===== src/verilog/vx_defs.svh =====
// Constants for the vector-extension exception and issue-timing unit.
// Assumes big-endian bit numbering of the core (bit 0 is the MSB of a word).
`ifndef VX_DEFS_SVH
`define VX_DEFS_SVH

// Special-register number of the unavailable-vector offset register
`define SPRN_UNAVAIL_OFFSET   10'h210
`define SPRN_ALIGN_OFFSET     10'h03F
`define SPRN_VECTOR_PREFIX    10'h03F0
// Machine-state bits kept on entry (critical, machine-check, debug enable)
`define MSW_KEEP_MASK         32'h0002_1200
`define MSW_VU_ENABLE_BIT     6
// Syndrome bits, LSB numbering (bit 24 big-endian is bit 7 LSB-first)
`define SYN_VECTOR_BIT        7
`define SYN_STORE_BIT         8
// Handler address fields: prefix [31:16], offset [15:4], zero [3:0]
`define VEC_OFFSET_MASK       32'h0000_FFF0
`define VEC_PREFIX_MASK       32'hFFFF_0000
// Divide latency bounds in cycles
`define DIV_LAT_MIN           6'd12
`define DIV_LAT_MAX           6'd32
`define SIMPLE_LAT            6'd1
`define OFFSET_RESET          32'h0000_0000

`endif


===== src/verilog/vx_pkg.sv =====
// Types for the vector-extension exception and issue-timing unit.
// Assumes vx_defs.svh supplies all numeric constants.
package vx_pkg;

  typedef enum logic [1:0] {
    op_none  = 2'b00,
    op_simple= 2'b01,
    op_div   = 2'b11,
    op_ldst  = 2'b10
  } op_class_t;

  typedef struct packed {
    logic        valid;
    logic        is_vec;
    logic        is_brinc;
    op_class_t   cls;
    logic        dw_ldst;
    logic        is_store;
    logic [5:0]  div_lat;
    logic [31:0] pc;
    logic [31:0] ea;
  } issue_t;

  typedef struct packed {
    logic        take;
    logic        unavail;
    logic [31:0] pc_save;
    logic [31:0] state_save;
    logic [31:0] new_state;
    logic [31:0] syndrome;
    logic        fault_addr_we;
    logic [31:0] fault_addr;
    logic [31:0] handler;
  } entry_t;

  typedef enum logic [1:0] {
    st_idle = 2'b00,
    st_div  = 2'b01
  } div_state_t;

endpackage


===== src/verilog/vx_div_timer.sv =====
// Unpipelined divide occupancy counter.
// Assumes the issuing logic starts it only while it reports idle.
`timescale 1ns/1ns
`default_nettype none
module vx_div_timer
  import vx_pkg::*;
(
  input  wire logic       mclk,
  input  wire logic       reset,
  input  wire logic       start,
  input  wire logic [5:0] lat,
  output logic            busy,
  output logic            ending
);
`include "vx_defs.svh"

  typedef struct packed {
    div_state_t st;
    logic [5:0] cnt;
  } dstate_t;

  dstate_t s_r;
  dstate_t s_nxt;

  // Clamp requested latency to the documented range
  function automatic logic [5:0] clamp_lat(input logic [5:0] l);
    if (l < `DIV_LAT_MIN) begin
      clamp_lat = `DIV_LAT_MIN;
    end else if (l > `DIV_LAT_MAX) begin
      clamp_lat = `DIV_LAT_MAX;
    end else begin
      clamp_lat = l;
    end
  endfunction

  // Count down the remaining divide cycles; busy covers the whole latency
  always_comb begin
    s_nxt = s_r;
    case (s_r.st)
      st_idle: begin
        if (start) begin
          s_nxt.st  = st_div;
          s_nxt.cnt = clamp_lat(lat) - 6'h01;
        end
      end
      st_div: begin
        if (s_r.cnt == 6'h00) begin
          s_nxt.st = st_idle;
        end else begin
          s_nxt.cnt = s_r.cnt - 6'h01;
        end
      end
      default: s_nxt.st = st_idle;
    endcase
  end

  always_ff @(posedge mclk) begin
    if (reset) begin
      s_r <= '{st: st_idle, cnt: 6'h00};
    end else begin
      s_r <= s_nxt;
    end
  end

  assign busy = (s_r.st == st_div);
  // Last busy cycle; lets the issuer drop its stall flop on the freeing edge
  assign ending = (s_r.st == st_div) && (s_r.cnt == 6'h00);

endmodule
`default_nettype wire


===== src/verilog/vx_exc_unit.sv =====
// Vector-extension exception detection, interrupt entry and issue timing.
// Assumes decode presents one instruction per cycle on iss and holds it
// while stall is high; the sequencer consumes entry when entry.take is set.
//
// Overview of operation
// - Unavailable fault when vector enable clear and non-brinc vector op issued.
// - Unavailable fault suppresses the instruction; no result is committed.
// - Either fault saves instruction address and prior machine state.
// - Entry keeps critical, machine-check, debug enables; clears other state bits.
// - Unavailable fault sets only the syndrome vector flag.
// - Unavailable handler is prefix high half, offset bits, four zeros.
// - Unavailable offset at special register 528, privileged access only.
// - Double-word vector load/store off a 32-bit boundary raises alignment fault.
// - Alignment fault suppresses the instruction, enters general alignment interrupt.
// - Alignment fault sets vector flag, store flag for stores only.
// - Alignment fault loads fault address with the effective address.
// - Alignment handler is prefix high half, alignment offset, four zeros.
// - Unavailable fault takes priority over alignment fault.
// - Divide is unpipelined and blocks all other instructions.
// - Divide takes 12 to 32 cycles; followers stall that long.
// - Simple arithmetic issues as an operation pair, latency and throughput 1.
// - Logical, shift, compare, set, select complete in 1 cycle, every cycle.
`timescale 1ns/1ns
`default_nettype none
module vx_exc_unit
  import vx_pkg::*;
(
  input  wire logic        mclk,
  input  wire logic        reset,
  input  wire issue_t      iss,
  input  wire logic [31:0] machine_state_word,
  input  wire logic        privileged,
  input  wire logic        spr_we,
  input  wire logic        spr_re,
  input  wire logic [9:0]  spr_num,
  input  wire logic [31:0] spr_wdata,
  output logic [31:0]      spr_rdata,
  output logic             spr_priv_fault,
  output entry_t           entry,
  output logic             commit,
  output logic             pair_issue,
  output logic             stall
);
`include "vx_defs.svh"

  // ==========================================================
  // State
  typedef struct packed {
    logic [31:0] unavail_ofs;
    logic [31:0] align_ofs;
    logic [31:0] prefix;
    logic [31:0] rdata;
    logic        priv_fault;
    entry_t      ent;
    logic        commit;
    logic        pair;
    logic        stall;
  } ustate_t;

  ustate_t s_r;
  ustate_t s_nxt;
  logic    div_busy;
  logic    div_start;
  logic    div_ending;
  logic    fault_unavail;
  logic    fault_align;
  logic    issue_ok;

  // Handler address from prefix and offset, low nibble forced zero
  function automatic logic [31:0] handler_addr(input logic [31:0] pre,
                                               input logic [31:0] ofs);
    handler_addr = (pre & `VEC_PREFIX_MASK) | (ofs & `VEC_OFFSET_MASK);
  endfunction

  // Entry record shared by both fault kinds
  function automatic entry_t make_entry(input issue_t i, input logic [31:0] msw);
    make_entry               = '0;
    make_entry.take          = 1'b1;
    make_entry.pc_save       = i.pc;
    make_entry.state_save    = msw;
    make_entry.new_state     = msw & `MSW_KEEP_MASK;
    make_entry.syndrome      = 32'h0000_0000;
    make_entry.syndrome[`SYN_VECTOR_BIT] = 1'b1;
  endfunction

  // ==========================================================
  // Divide occupancy
  vx_div_timer u_div (
    .mclk  (mclk),
    .reset (reset),
    .start (div_start),
    .lat   (iss.div_lat),
    .busy  (div_busy),
    .ending(div_ending)
  );

  // ==========================================================
  // Fault detection, combinational so nothing commits first
  always_comb begin
    fault_unavail = iss.valid && iss.is_vec && !iss.is_brinc
                    && !machine_state_word[`MSW_VU_ENABLE_BIT];
    fault_align   = iss.valid && iss.is_vec && iss.dw_ldst
                    && (iss.ea[1:0] != 2'b00);
    // The divider blocks every issue while it runs
    issue_ok      = iss.valid && !div_busy;
    div_start     = issue_ok && !fault_unavail && !fault_align
                    && (iss.cls == op_div);
  end

  // ==========================================================
  // Next state
  always_comb begin
    s_nxt            = s_r;
    s_nxt.ent        = '0;
    s_nxt.commit     = 1'b0;
    s_nxt.pair       = 1'b0;
    s_nxt.priv_fault = 1'b0;
    // Stall flop tracks the divider's busy flop edge for edge, so a held
    // follower is released on exactly the edge that the divider frees up
    s_nxt.stall      = div_start || (div_busy && !div_ending);

    // Special-register access, privileged only
    if (spr_we || spr_re) begin
      if (!privileged) begin
        s_nxt.priv_fault = 1'b1;
      end else if (spr_num == `SPRN_UNAVAIL_OFFSET) begin
        if (spr_we) s_nxt.unavail_ofs = spr_wdata;
        s_nxt.rdata = s_r.unavail_ofs;
      end else if (spr_num == `SPRN_ALIGN_OFFSET) begin
        if (spr_we) s_nxt.align_ofs = spr_wdata;
        s_nxt.rdata = s_r.align_ofs;
      end else if (spr_num == `SPRN_VECTOR_PREFIX) begin
        if (spr_we) s_nxt.prefix = spr_wdata;
        s_nxt.rdata = s_r.prefix;
      end else begin
        s_nxt.rdata = 32'h0000_0000;
      end
    end

    if (issue_ok) begin
      if (fault_unavail) begin
        // Unavailable wins when both faults apply
        s_nxt.ent         = make_entry(iss, machine_state_word);
        s_nxt.ent.unavail = 1'b1;
        s_nxt.ent.handler = handler_addr(s_r.prefix, s_r.unavail_ofs);
      end else if (fault_align) begin
        s_nxt.ent = make_entry(iss, machine_state_word);
        s_nxt.ent.syndrome[`SYN_STORE_BIT] = iss.is_store;
        s_nxt.ent.fault_addr_we = 1'b1;
        s_nxt.ent.fault_addr    = iss.ea;
        s_nxt.ent.handler = handler_addr(s_r.prefix, s_r.align_ofs);
      end else begin
        // Every non-faulting class, divide included, commits the cycle after issue
        s_nxt.commit = 1'b1;
        s_nxt.pair   = (iss.cls == op_simple);
      end
    end
  end

  always_ff @(posedge mclk) begin
    if (reset) begin
      s_r             <= '0;
      s_r.unavail_ofs <= `OFFSET_RESET;
      s_r.align_ofs   <= `OFFSET_RESET;
    end else begin
      s_r <= s_nxt;
    end
  end

  assign spr_rdata      = s_r.rdata;
  assign spr_priv_fault = s_r.priv_fault;
  assign entry          = s_r.ent;
  assign commit         = s_r.commit;
  assign pair_issue     = s_r.pair;
  assign stall          = s_r.stall;
endmodule
`default_nettype wire


===== config.mk =====
export PLATFORM = sky130hd
export DESIGN_NAME = vx_exc_unit
export DESIGN_NICKNAME = d
export VERILOG_FILES = /design/src/verilog/vx_pkg.sv /design/src/verilog/vx_div_timer.sv /design/src/verilog/vx_exc_unit.sv
export VERILOG_INCLUDE_DIRS = /design/src /design/src/verilog
export SDC_FILE = /design/constraint.sdc
export NUM_CORES = 1
export LEC_CHECK = 0
export BUFFER_PORTS_ARGS = -buffer_cell sky130_fd_sc_hd__buf_2
export CORE_UTILIZATION = 37
export DETAILED_ROUTE_END_ITERATION = 12
export PLACE_DENSITY_LB_ADDON = 0.08
export SETUP_SLACK_MARGIN = 0.5
export SYNTH_ARGS = -nofsm -noshare
export SYNTH_HDL_FRONTEND = slang
export SYNTH_SLANG_ARGS = --single-unit

===== constraint.sdc =====
create_clock -name mclk -period 4.17 [get_ports mclk]
set_input_delay 0.2085 -clock mclk [delete_from_list [all_inputs] [get_ports mclk]]
set_output_delay 0.2085 -clock mclk [all_outputs]
set_load 0.01 [all_outputs]

==> summary.md <==
| Metric | Value |
|---|---|
| Status | `completed` |
| Die W | `between 150 and 200 um` |
| Pre-CTS setup slack | `between 1 and 1.5 ns` |
| Crit end category | `flop` |
| Initial antenna violation count | `2` |
| Post-CTS setup buffers | `0` |
| Num CTS Buffers | `30` |
| Grt ovf | `0` |
| Ys Warns | `0` |
| Async set or reset register ratio after synthesis | `0%` |
| Number of synthesized flops with an enable pin | `0` |
| Most common cell in the netlist | `dfxtp_1` |
| Mapped Avg Cell Area | `about 9.5 um2` |
| Total power | `around 5.7 mW` |
| RSZ-0062 raised after global routing | `no` |
| Fin crit share | `approximately 53%` |
| Sink Count | `267` |
| H-tree depth | `1` |
| Startpoint type of the worst setup path | `primary input` |
| Post-synthesis sequential area ratio | `about half` |
| NetSw | `1.23 mW` |
| Register clock-pin slew on the reported worst setup and hold paths | `0.06 ns` |
| Synth cell types | `39` |
| Avg WL per Cell | `~15 um` |
| Yosys top cell area share | `49.5%` |
| Residual DRC count | `0` |
| Largest net degree at the start of global routing | `between 70 and 80` |
| First-pass GRT wire length | `roughly 43 mm` |
| Internal power | `about 4.5 mW` |
| Post-DP HPWL | `about 18 mm` |
| Critical Path AT | `between 2 and 3 ns` |
| Max Cap Violations | `0` |
| TritonCTS clock tree | `done` |
| CP Class | `primary input to flop` |
| Mapped Area | `approximately 11000 um2` |
| Post-route design area | `13600 um2` |
| Share of layout cells above drive strength 1 | `between 20% and 30%` |
| Most frequent cells after synthesis | `dfxtp_1, buf_4, and2_1` |
| Hold path start | `reset` |
| CP startpoint | `spr_num[0]` |
| Starting density of the core | `between 30% and 40%` |
| Worst EP required | `between 4 and 5 ns` |
| CP max-delay cell | `and3_2` |
| Total GRT Usage | `18.1%` |
| Max-slew headroom | `between 20% and 30%` |
| Via count | `roughly 8k` |
| Clock network power share | `roughly 49%` |
| Power Dens Cells | `417 nW/um2` |
| Logic pwr share | `under 10%` |
| Leakage | `roughly 6.0 nW` |
| IO Count | `387` |
| Final hold vios | `0` |
| Final ANT Viol Nets | `0` |
| Site Rows | `a little over 60` |
| Clock Tree Root | `clkbuf_16` |
| Sw Share | `around 22%` |
| Core area | `between 20000 and 30000 um2` |
| CP max FO | `33` |
| Sequential Power Share | `45.3%` |
| Max rail drop VDD | `roughly 0.34 mV` |
| Top_reg_cell synth | `dfxtp_1` |
| Leading area contributor after synthesis | `dfxtp_1` |
| Placed insts | `about 1.6k` |
| # setup viols final | `0` |
| Die area | `roughly 30000 um2` |
| Synthesis-stage register bit count | `about 270` |
| Area grow syn2layout | `26.3%` |
| Placer Congestion | `between 0.7 and 0.8` |
| Hold WS | `0.0573 ns` |
| Synth area leaders | `dfxtp_1, buf_4, and2_1` |
| Nets | `1565` |
| PnR worst setup slack | `~2 ns` |
| Fmax | `about 450 MHz` |
| Skew-Pair Late Insertion Delay | `roughly 0.55 ns` |
| Final non-filler cell total | `around 1.8k` |
| Critical R2R Launch | `u_div.s_r[6]$_SDFFE_PP0P_` |
| Post-synthesis instance total | `approximately 1.1k` |
| Tightest Pin Transition | `~1.2 ns` |
| Placed cell areas | `~11000 um2` |
| Die Y-Extent | `around 170 um` |
| Drt first pass iters | `4` |
| Vias in the first global route | `7584` |
| TNS Setup | `0 ns` |
| Total Routed Length | `between 20 and 30 mm` |
| Critical path's largest stage delay | `roughly 0.99 ns` |
| Minimum clock period | `about 2.2 ns` |
| Port Buffer Count | `~320` |
| CP Cell Sequence | `buf_2, nand4bb_1, nor4_4, buf_4, and3_2, mux2i_1, nor2_1` |
| Initial DRC count | `~330` |
| Via-to-Cell Ratio | `around 4.4` |
| Clk buf depth | `3` |
| Post-Route Skew | `between 0.009 and 0.01 ns` |
| Worst min path class | `primary input to flop` |
| Slew Viols, Final | `0` |
| Final Util | `47.5%` |
## registers in the layout (all words and copies together) (netlist names)
signal and cells:
u_div.s_r 7, entry 128, pair_issue 1, spr_rdata 32, s_r 96, stall 1
commit 1, spr_priv_fault 1
## layout by cell type (no fill, tap or decap), drive strengths merged, types with 3 or more instances in the layout
master / instances
conb: 63
o21ai: 68
a22o: 12
a21oi: 67
nor3: 5
inv: 5
buf: 334
dfxtp: 267
clkbuf: 47
mux2i: 66
a22oi: 4
nand2: 101
dlygate4sd3: 133
clkinv: 3
nand4: 4
a2bb2oi: 32
and2: 113
bufinv: 3
xnor2: 3
nor2: 74
## what timing repair did
| item | 4_1_cts | 5_1_grt |
|---|---|---|
| endpoints found under the setup margin | 0 | 0 |
| hold buffers | 133 | 0 |
| endpoints found under the hold margin | 195 | 0 |
| resized for setup | 0 | 0 |
## kinds of logic after synthesis
logic type | after synthesis | synth area share [%]
AO/OA/AOI/OAI | 189 | 10.6
XOR/XNOR | 3 | 0.243
adder cells (fa/ha/maj) | 1 | 0.116
buffers and inverters | 294 | 18.7
flip-flops | 267 | 49.5
multiplexers | 66 | 6.12
other | 1 | 0.0347
AND/OR/NAND/NOR | 315 | 14.7
## layout make-up
cell class                 count  area, um2
inverter                       5       18.8
multi-input combinational    637       3700
clock inverter                 8        120
timing repair buffer         467       3030
sequential                   267       5350
fill                        2838      15100
tap                          384        480
antenna                        1       2.50
clock buffer                  47        936
## power groups by stage
stage               Combinational (mW)  Clock, mW  Sequential, mW
floorplan                        0.174          0            2.63
global placement                 0.244          0            2.63
detailed placement               0.244          0            2.63
CTS                              0.346       2.83            2.58
global route                     0.376       2.94            2.58
finish                           0.344       2.77            2.58
## final timing paths
check,end,slack (ns),cells after the start
worst min-delay path,s_r[291]$_SDFFE_PP0P_,0.06,2
worst min register to register,spr_rdata[24]$_SDFFE_PP0P_,0.45,2
worst max-delay path,s_r[246]$_SDFFE_PP0P_,1.96,7
worst max register to register,entry[132]$_SDFF_PP0_,1.99,5
## worst max-delay path, delay by kind of cell
kind | cells | cell delay [ns]
AND/OR/NAND/NOR | 4 | 1.59
buffers and inverters | 2 | 0.50
multiplexers | 1 | 0.28
## metal layers
metal | vias to the layer above | global-route usage (%) | routed length, um
li1 | 3989 | - | -
met1 | 3690 | 22.4 | 12100
met5 | - | 0 | 12
met3 | 38 | 3.80 | 1440
met2 | 251 | 32.0 | 13700
met4 | 2 | 4.31 | 612
No activity file was read; power rests on OpenSTA's default activity.
